## config.mk

```make
export PLATFORM = sky130hd
export DESIGN_NAME = dme_link
export DESIGN_NICKNAME = d
export VERILOG_FILES = /design/src/design/dme_pkg.sv /design/src/design/dme_link.sv
export SDC_FILE = /design/constraint.sdc
export NUM_CORES = 2
export LEC_CHECK = 0
export BUFFER_PORTS_ARGS = -buffer_cell sky130_fd_sc_hd__buf_2
export CORE_MARGIN = 1
export CORE_UTILIZATION = 40
export CTS_CLUSTER_DIAMETER = 50
export DETAILED_ROUTE_END_ITERATION = 6
export GPL_ROUTABILITY_DRIVEN = 1
export PLACE_DENSITY = 0.66
export SLEW_MARGIN = 40
export SYNTH_ARGS = -nofsm -noshare
export SYNTH_HDL_FRONTEND = slang
export SYNTH_SLANG_ARGS = --single-unit
```

## constraint.sdc

```tcl
create_clock -name core_clk -period 2.4 [get_ports core_clk]
set_input_delay 0.12 -clock core_clk [delete_from_list [all_inputs] [get_ports core_clk]]
set_output_delay 0.12 -clock core_clk [all_outputs]
set_load 0.03 [all_outputs]
```

## src/design/dme_pkg.sv

```systemverilog
// Shared constants and types of the dual-mode serial memory link.
// Assumes a single 250 MHz core clock and an active-low asynchronous reset.
package dme_pkg;

	// ****************************************************************
	// Timing
	// ****************************************************************
	localparam int CLK_PERIOD_NS = 4;
	localparam int T_WRITE_NS = 10_000_000;
	// Longest time, so the division rounds down.
	localparam int WRITE_CYCLES_DFLT = T_WRITE_NS / CLK_PERIOD_NS;

	// ****************************************************************
	// Array and addressing
	// ****************************************************************
	localparam int ADDR_W = 7;
	localparam int MEM_DEPTH = 128;
	localparam int PAGE_W = 3;
	localparam int PAGE_BYTES = 8;
	localparam logic [6:0] DEV_ADDR = 7'h50;
	localparam logic [6:0] FIRST_LOC = 7'h00;
	localparam logic [7:0] ERASED_BYTE = 8'hff;

	// ****************************************************************
	// Bit and pulse counts
	// ****************************************************************
	localparam logic [3:0] INIT_CLOCKS = 4'h9;
	localparam logic [3:0] NULL_BIT = 4'h8;
	localparam logic [3:0] BYTE_BITS = 4'h8;
	localparam logic [7:0] RECOVER_LAST = 8'h7f;

	// ****************************************************************
	// Types
	// ****************************************************************
	typedef enum logic [1:0] {
		MODE_STREAM = 2'b00,
		MODE_TRANS = 2'b01,
		MODE_BIDIR = 2'b10
	} dme_mode_t;

	typedef enum logic [2:0] {
		BUS_IDLE = 3'b000,
		BUS_RECV = 3'b001,
		BUS_ACK = 3'b010,
		BUS_SEND = 3'b011,
		BUS_SACK = 3'b100
	} dme_bus_t;

	typedef enum logic [1:0] {
		ROLE_CTRL = 2'b00,
		ROLE_WORD = 2'b01,
		ROLE_DATA = 2'b10
	} dme_role_t;

	// Pin levels travel together through the input filter.
	typedef struct packed {
		logic scl;
		logic sda;
		logic stream;
	} dme_pins_t;

endpackage

```

## src/design/dme_link.sv

```systemverilog
// Serial link of a 128-byte dual-mode memory: streaming and two-wire slave.
// Assumes all three pins are asynchronous and the SDA wire is resolved
// outside as open drain with a pull-up; sda_oe high pulls the wire low.
//
// Operation
// - After reset stream mode; first nine stream clocks keep SDA released.
// - Tenth stream clock rising edge drives MSB of location 00h.
// - Stream sends bytes MSB first, then a released ninth bit, in order.
// - After location 7Fh the pointer wraps to 00h and streaming continues.
// - SCL falling edge in stream mode enters transition, counting stream pulses.
// - In transition an SCL falling edge clears the stream pulse counter, except one that ends an own control byte.
// - 128 stream pulses with SCL idle return to streaming from 00h MSB.
// - Own control byte in transition locks bidirectional mode until reset.
// - Bidirectional mode uses the stream clock only as a write permit.
// - SDA changes only while SCL low; changes at SCL high are conditions.
// - SDA fall at SCL high is START, SDA rise at SCL high is STOP.
// - Respond only to address 1010000, acknowledge only when not programming.
// - Eighth bit after the address: one reads, zero writes.
// - Receiver holds SDA low through the ninth clock high phase.
// - No byte is acknowledged while programming runs.
// - Master withholding acknowledge ends a read; device releases SDA.
// - First write byte loads the pointer, next is data; STOP starts programming.
// - During programming the stream clock is ignored and cannot abort it.
// - Page write buffers up to eight bytes, committed only after STOP.
// - Each data byte bumps the low three pointer bits; extra bytes overwrite.
`timescale 1ns/1ps
`default_nettype none

module dme_link #(
	parameter int WRITE_CYCLES = dme_pkg::WRITE_CYCLES_DFLT
) (
	// Clock and reset.
	input wire logic core_clk,
	input wire logic resetn,
	// Two-wire bus pins.
	input wire logic scl_in,
	input wire logic sda_in,
	output logic sda_out,
	output logic sda_oe,
	// Stream clock and write permit.
	input wire logic stream_clock_in
);
	import dme_pkg::*;

	localparam int WR_W = $clog2(WRITE_CYCLES + 1);
	localparam logic [WR_W-1:0] WR_LAST = WR_W'(WRITE_CYCLES - 1);

	// ****************************************************************
	// Input filter
	// ****************************************************************
	dme_pins_t s1, s2, s3, filt, prev;
	dme_pins_t agree, next_filt;

	// A level only moves once the second and third stages agree.
	assign agree = ~(s2 ^ s3);
	assign next_filt = (s2 & agree) | (filt & ~agree);

	// Pins idle high, so the filter resets high to avoid false edges.
	always_ff @(posedge core_clk or negedge resetn) begin
		if (!resetn) begin
			s1 <= '1;
			s2 <= '1;
			s3 <= '1;
			filt <= '1;
			prev <= '1;
		end else begin
			s1 <= '{scl: scl_in, sda: sda_in, stream: stream_clock_in};
			s2 <= s1;
			s3 <= s2;
			filt <= next_filt;
			prev <= filt;
		end
	end

	// ****************************************************************
	// Edge and condition decode
	// ****************************************************************
	dme_mode_t mode;
	dme_bus_t bus_st;
	dme_role_t role;
	logic [ADDR_W-1:0] ptr;
	logic [7:0] mem [MEM_DEPTH];
	logic [7:0] cur_byte;
	logic scl_fall, scl_rise, stream_rise, bus_start, bus_stop, bus_live;

	assign scl_fall = prev.scl & ~filt.scl;
	assign scl_rise = ~prev.scl & filt.scl;
	assign stream_rise = ~prev.stream & filt.stream;
	assign bus_start = prev.scl & filt.scl & prev.sda & ~filt.sda;
	assign bus_stop = prev.scl & filt.scl & ~prev.sda & filt.sda;
	// Streaming toggles SDA under a high SCL, so conditions count only
	// once the stream has let go of the wire.
	assign bus_live = (mode != MODE_STREAM);
	assign cur_byte = mem[ptr];

	// ****************************************************************
	// Bus byte events
	// ****************************************************************
	logic [3:0] bitcnt;
	logic [7:0] shreg;
	logic [7:0] page_val;
	logic rw, got_ack, busy, wen_ok;
	logic byte_done, addr_hit, take_byte, ctrl_match;
	logic word_evt, data_evt, load_evt, commit_evt;

	assign byte_done = bus_live && bus_st == BUS_RECV && scl_fall &&
		bitcnt == BYTE_BITS;
	assign addr_hit = (shreg[7:1] == DEV_ADDR);
	assign ctrl_match = byte_done && role == ROLE_CTRL && addr_hit;
	assign take_byte = byte_done && !busy &&
		(role != ROLE_CTRL || addr_hit);
	assign word_evt = take_byte && role == ROLE_WORD;
	assign data_evt = take_byte && role == ROLE_DATA;
	// A read byte is fetched after the address acknowledge or a master ack.
	assign load_evt = bus_live && scl_fall &&
		((bus_st == BUS_ACK && role == ROLE_CTRL && rw) ||
		(bus_st == BUS_SACK && got_ack));
	assign commit_evt = bus_live && bus_stop && !busy && wen_ok &&
		(page_val != 8'h00);

	// ****************************************************************
	// Mode control and recovery counter
	// ****************************************************************
	logic [7:0] pulse_cnt;
	logic recover_evt;

	assign recover_evt = mode == MODE_TRANS && !ctrl_match && !scl_fall &&
		stream_rise && filt.scl && pulse_cnt == RECOVER_LAST;

	always_ff @(posedge core_clk or negedge resetn) begin
		if (!resetn) begin
			mode <= MODE_STREAM;
			pulse_cnt <= 8'h00;
		end else if (mode == MODE_STREAM && scl_fall) begin
			mode <= MODE_TRANS;
			pulse_cnt <= 8'h00;
		end else if (mode == MODE_TRANS) begin
			if (ctrl_match) begin
				mode <= MODE_BIDIR;
			end else if (scl_fall) begin
				pulse_cnt <= 8'h00;
			end else if (recover_evt) begin
				mode <= MODE_STREAM;
				pulse_cnt <= 8'h00;
			end else if (stream_rise && filt.scl) begin
				pulse_cnt <= pulse_cnt + 8'h01;
			end
		end
	end

	// ****************************************************************
	// Stream transmitter
	// ****************************************************************
	logic [3:0] init_cnt, bit_idx;
	logic stream_oe, stream_tick, stream_step;

	assign stream_tick = mode == MODE_STREAM && stream_rise &&
		init_cnt == INIT_CLOCKS;
	assign stream_step = stream_tick && bit_idx == NULL_BIT;

	always_ff @(posedge core_clk or negedge resetn) begin
		if (!resetn) begin
			init_cnt <= 4'h0;
			bit_idx <= 4'h0;
			stream_oe <= 1'b0;
		end else if (mode != MODE_STREAM) begin
			bit_idx <= 4'h0; // Recovery restarts at the MSB.
			stream_oe <= 1'b0;
		end else if (stream_rise && init_cnt != INIT_CLOCKS) begin
			init_cnt <= init_cnt + 4'h1;
		end else if (stream_step) begin
			bit_idx <= 4'h0;
			stream_oe <= 1'b0;
		end else if (stream_tick) begin
			stream_oe <= ~cur_byte[3'h7 - bit_idx[2:0]];
			bit_idx <= bit_idx + 4'h1;
		end
	end

	// ****************************************************************
	// Shared pointer
	// ****************************************************************
	logic [ADDR_W-1:0] next_ptr;

	// Only the low page bits move on data, so a long page write wraps
	// inside its page instead of spilling into the next one.
	assign next_ptr = recover_evt ? FIRST_LOC :
		word_evt ? shreg[ADDR_W-1:0] :
		data_evt ? {ptr[ADDR_W-1:PAGE_W], ptr[PAGE_W-1:0] + 3'h1} :
		(stream_step || load_evt) ? ptr + 7'h01 :
		ptr;

	always_ff @(posedge core_clk or negedge resetn) begin
		if (!resetn) begin
			ptr <= FIRST_LOC;
		end else begin
			ptr <= next_ptr;
		end
	end

	// ****************************************************************
	// Two-wire slave engine
	// ****************************************************************
	logic bus_oe;

	always_ff @(posedge core_clk or negedge resetn) begin
		if (!resetn) begin
			bus_st <= BUS_IDLE;
			role <= ROLE_CTRL;
			bitcnt <= 4'h0;
			shreg <= 8'h00;
			rw <= 1'b0;
			got_ack <= 1'b0;
			bus_oe <= 1'b0;
		end else if (!bus_live) begin
			bus_st <= BUS_IDLE;
			bus_oe <= 1'b0;
		end else if (bus_start) begin
			bus_st <= BUS_RECV;
			role <= ROLE_CTRL;
			bitcnt <= 4'h0;
			bus_oe <= 1'b0;
		end else if (bus_stop) begin
			bus_st <= BUS_IDLE;
			bus_oe <= 1'b0;
		end else begin
			case (bus_st)
				BUS_RECV: begin
					if (scl_rise && bitcnt != BYTE_BITS) begin
						shreg <= {shreg[6:0], filt.sda};
						bitcnt <= bitcnt + 4'h1;
					end else if (byte_done && take_byte) begin
						bus_st <= BUS_ACK;
						bus_oe <= 1'b1;
						if (role == ROLE_CTRL) begin
							rw <= shreg[0];
						end
					end else if (byte_done) begin
						bus_st <= BUS_IDLE;
					end
				end
				BUS_ACK: begin
					if (load_evt) begin
						bus_st <= BUS_SEND;
						bus_oe <= ~cur_byte[7];
						shreg <= {cur_byte[6:0], 1'b0};
						bitcnt <= 4'h1;
					end else if (scl_fall) begin
						bus_st <= BUS_RECV;
						bus_oe <= 1'b0;
						bitcnt <= 4'h0;
						role <= (role == ROLE_CTRL) ? ROLE_WORD : ROLE_DATA;
					end
				end
				BUS_SEND: begin
					if (scl_fall && bitcnt != BYTE_BITS) begin
						bus_oe <= ~shreg[7];
						shreg <= {shreg[6:0], 1'b0};
						bitcnt <= bitcnt + 4'h1;
					end else if (scl_fall) begin
						bus_st <= BUS_SACK;
						bus_oe <= 1'b0;
						got_ack <= 1'b0;
					end
				end
				BUS_SACK: begin
					if (scl_rise) begin
						got_ack <= ~filt.sda;
					end else if (load_evt) begin
						bus_st <= BUS_SEND;
						bus_oe <= ~cur_byte[7];
						shreg <= {cur_byte[6:0], 1'b0};
						bitcnt <= 4'h1;
					end else if (scl_fall) begin
						bus_st <= BUS_IDLE;
					end
				end
				default: begin
					bus_st <= BUS_IDLE;
				end
			endcase
		end
	end

	// ****************************************************************
	// Write permit and page buffer
	// ****************************************************************
	logic [7:0] page_buf [PAGE_BYTES];

	// Any low permit level between START and STOP spoils the command.
	always_ff @(posedge core_clk or negedge resetn) begin
		if (!resetn) begin
			wen_ok <= 1'b0;
		end else if (bus_live && bus_start) begin
			wen_ok <= filt.stream;
		end else if (bus_live && bus_st != BUS_IDLE && !filt.stream) begin
			wen_ok <= 1'b0;
		end
	end

	always_ff @(posedge core_clk or negedge resetn) begin
		if (!resetn) begin
			page_val <= 8'h00;
			for (int i = 0; i < PAGE_BYTES; i++) begin
				page_buf[i] <= 8'h00;
			end
		end else if ((bus_live && bus_start) || commit_evt) begin
			page_val <= 8'h00;
		end else if (data_evt) begin
			page_buf[ptr[PAGE_W-1:0]] <= shreg;
			page_val[ptr[PAGE_W-1:0]] <= 1'b1;
		end
	end

	// ****************************************************************
	// Memory array and programming timer
	// ****************************************************************
	logic [WR_W-1:0] wr_cnt;

	always_ff @(posedge core_clk or negedge resetn) begin
		if (!resetn) begin
			for (int i = 0; i < MEM_DEPTH; i++) begin
				mem[i] <= ERASED_BYTE;
			end
		end else if (commit_evt) begin
			for (int i = 0; i < PAGE_BYTES; i++) begin
				if (page_val[i]) begin
					mem[{ptr[ADDR_W-1:PAGE_W], 3'(i)}] <= page_buf[i];
				end
			end
		end
	end

	// The timer never looks at the permit pin, so dropping it mid-cycle
	// cannot cut programming short.
	always_ff @(posedge core_clk or negedge resetn) begin
		if (!resetn) begin
			busy <= 1'b0;
			wr_cnt <= '0;
		end else if (commit_evt) begin
			busy <= 1'b1;
			wr_cnt <= WR_LAST;
		end else if (busy && wr_cnt == '0) begin
			busy <= 1'b0;
		end else if (busy) begin
			wr_cnt <= wr_cnt - WR_W'(1);
		end
	end

	// ****************************************************************
	// Pin drivers
	// ****************************************************************
	// Open drain only: the output level is always low.
	always_ff @(posedge core_clk or negedge resetn) begin
		if (!resetn) begin
			sda_out <= 1'b0;
			sda_oe <= 1'b0;
		end else begin
			sda_out <= 1'b0;
			sda_oe <= (mode == MODE_STREAM) ? stream_oe : bus_oe;
		end
	end

endmodule

`default_nettype wire

```

==> results.md <==
- Status: finished with violations
- Failing checks: setup timing
- Via count: about 39000
- Power Density: between 600 and 700 mW/mm^2
- H-tree levels: 4
- Iteration-0 DRC count of the detailed router: 4423
- Avg WL per Cell: 33.7 um
- Die H: approximately 370 um
- WP data required: 3080 ps
- Synth cell types: 82
- P_leak: between 20 and 30 nW
- CTS root buf: clkbuf_16
- Crit path launch: ptr[0]
- Clk_lat worst skew: 790 ps
- Final period util: 1.37
- Core Region: between 0.1 and 0.15 mm^2
- Mean area per synthesized cell: between 10 and 15 um^2
- Top cells by area, synth: dfstp_2 49%, mux2_2 22%, mux4_2 7.2%
- Crit path kind: register to register
- FF-to-FF Start: ptr[0]
- Smallest hold slack: 180 ps
- Area Growth Syn to Fin: 26.9%
- Number of CTS-inserted buffers: around 140
- Clock sinks: 1182
- Clk buf depth: 3
- DP Wirelength: 137000 um
- GP Congestion: 0.969
- Final nets: 4407
- Remaining Overflow, GRT: 0
- Worst min path class: input port to async pin
- Crit-path max FO: 5
- Vias in the first global route: 38800
- Vias/cell: 6.14
- Initial antenna violation count: 44
- Unrepaired setup endpoints after global routing: true
- Share of cells above drive strength 1: 0.779
- # DRC: 0
- Port bufs: 5
- Hold Violations, Final: 0
- # setup viols final: 56
- Worst EP arrival: 3960 ps
- Post-route ant nets: 0
- #FFs+latches synth: ~1200
- Cell accounting for the most synthesized area: dfstp_2
- Gate Count Post-Synth: about 3700
- Core Util, Final: 0.511
- Critical path endpoint category: register
- Slew Limit Fails: 0
- Total power draw: 0.0439 W
- Predominant post-synthesis flop cell: dfstp_2
- DIE WIDTH: 374 um
- Largest net degree at the start of global routing: 107
- Initial Util: 0.403
- DR pass1 iterations: 6
- Clock skew: 37.3 ps
- Post-synth EDFFs: 0
- Fmax: between 300 and 400 MHz
- TritonCTS clock tree: built
- Slew @ Worst Pin: 1010 ps
- Critical path launch point type: register
- Async SR Flop Fraction: 1.00
- Gr usage total: 0.299
- Sequential area share after synthesis: 0.558
- Setup WS post-layout: -884 ps
- DIE AREA: roughly 0.14 mm^2
- First-pass GRT wire length: ~300000 um
- Syn. warnings: 0
- Site Rows: 136
- Tmin final: 3280 ps
- Total Wirelength: 213000 um
- Rel. slew slack: 0.328
- Clock Pin Slew Worst Setup and Hold Paths: 60 ps
- IO Pins: 7
- Maxcap violations: 0
- Peak VDD IR: 0.000753 V
- TNS Setup: -13080 ps
- Syn Nets: about 3700
- Post-Syn Area: 0.0553 mm^2
- Post-synth top area share: 0.493
[kinds of logic (layout without fill, tap and decap cells)]
logic type	count (synthesis)	after routing	share of synthesized area
buf+inv	233	1042	0.0227
simple gates	504	504	0.0451
xor+xnor	22	22	0.00348
compound gates	266	266	0.0336
mux	1477	1477	0.334
fa+ha+maj	12	12	0.00258
flops	1182	1182	0.558
other cells	1	14	0.0000678
[Yosys cell counts, drive strengths merged, types with 7 or more instances]
cell	count
buf	99
nor4	19
o22ai	25
mux4	184
nor3	23
a221oi	43
dfrtp	143
o31ai	9
o21ai	63
nand2	219
nand3	34
xnor2	15
a21oi	31
a22oi	24
ha	9
o221ai	11
nor2	69
or2	8
nand4b	7
mux2	1109
and2	15
and3	7
inv	13
clkbuf	121
nand4	17
dfstp	1039
nor3b	9
nor2b	18
mux2i	184
a2111oi	9
or3	8
xor2	7
nand2b	28
[routing by layer]
metal	vias up	routed length [um]	track usage
met2	2316	92400	0.442
met4	10	14100	0.164
met1	20500	82900	0.404
met5	-	64	0
met3	691	23100	0.0733
li1	15200	-	-
[cell type report]
class | count | area, um^2
fillers | 11300 | 67100
inverters | 13 | 48.8
flip-flops and latches | 1182 | 30900
multi-input cells | 2282 | 24400
diodes | 13 | 32.5
clock buffers | 196 | 4130
clock inverters | 62 | 721
well taps | 1794 | 2240
repair buffers | 771 | 7670
[sequential cells by signal (all words and copies together), names as in the netlist, 2 cells and up, named ones only]
| name | count |
|---|---|
| ptr | 7 |
| s3 | 3 |
| s2 | 3 |
| prev | 3 |
| mem | 1024 |
| bus_st | 3 |
| bit_idx | 4 |
| s1 | 3 |
| role | 2 |
| pulse_cnt | 8 |
| wr_cnt | 22 |
| init_cnt | 4 |
| page_buf | 64 |
| page_val | 8 |
| mode | 2 |
| shreg | 8 |
| bitcnt | 4 |
[cells in the final DEF, fill, tap and decap left out, types with 49 or more instances in the layout]
cell type     n
mux2_2     1063
dfstp_2    1039
buf_4       558
nand2_1     187
mux4_2      178
mux2i_1     175
clkbuf_16   153
dfrtp_1     128
buf_12      103
buf_6        77
nor2_1       64
o21ai_0      49
[worst max-delay path, cell delays in order (launching register included)]
cell and delay [ps]:
dfrtp_4 520, buf_12 160, buf_12 140, buf_16 150, mux4_2 420, mux2_4 300, nand2_1 60, o211ai_1 210
nor4_4 450, buf_4 190, nand2_2 40, mux2_2 250, mux2_4 250
[worst paths after layout]
kind / to / slack, ps / cells after the start
setup / recovery: shreg[5] / -880 / 12
hold / removal: prev[0] / 180 / 2
setup reg to reg: shreg[5] / -880 / 12
hold reg to reg: s2[2] / 360 / 0
max in group asynchronous: mem[305] / 1520 / 4
min in group core_clk: s2[2] / 360 / 0
[through the flow]
stage               instance area [um^2]  worst slack [ps]  instances
floorplan                          55400              -155       3697
global placement                   62900             -1700       5978
detailed placement                 63000             -1280       5978
CTS                                68900              -824       6268
global route                       70200              -904       6302
finish                             70200              -884       6313
[where the power goes]
| part | internal [W] | switching (W) |
|---|---|---|
| Sequential | 0.0202 | 0.000149 |
| Clock | 0.0130 | 0.00913 |
| Combinational | 0.000430 | 0.000923 |
[repair_timing]
action / CTS / global route
hold buffers: 8 / 0
setup buffers: 26 / 25
pin swaps: 27 / 41
resized for setup: 132 / 221
gates cloned: 4 / 8
endpoints found under the setup margin: 177 / 910
endpoints found under the hold margin: 262 / 0
Note: power is estimated with default switching activity, not from simulation.
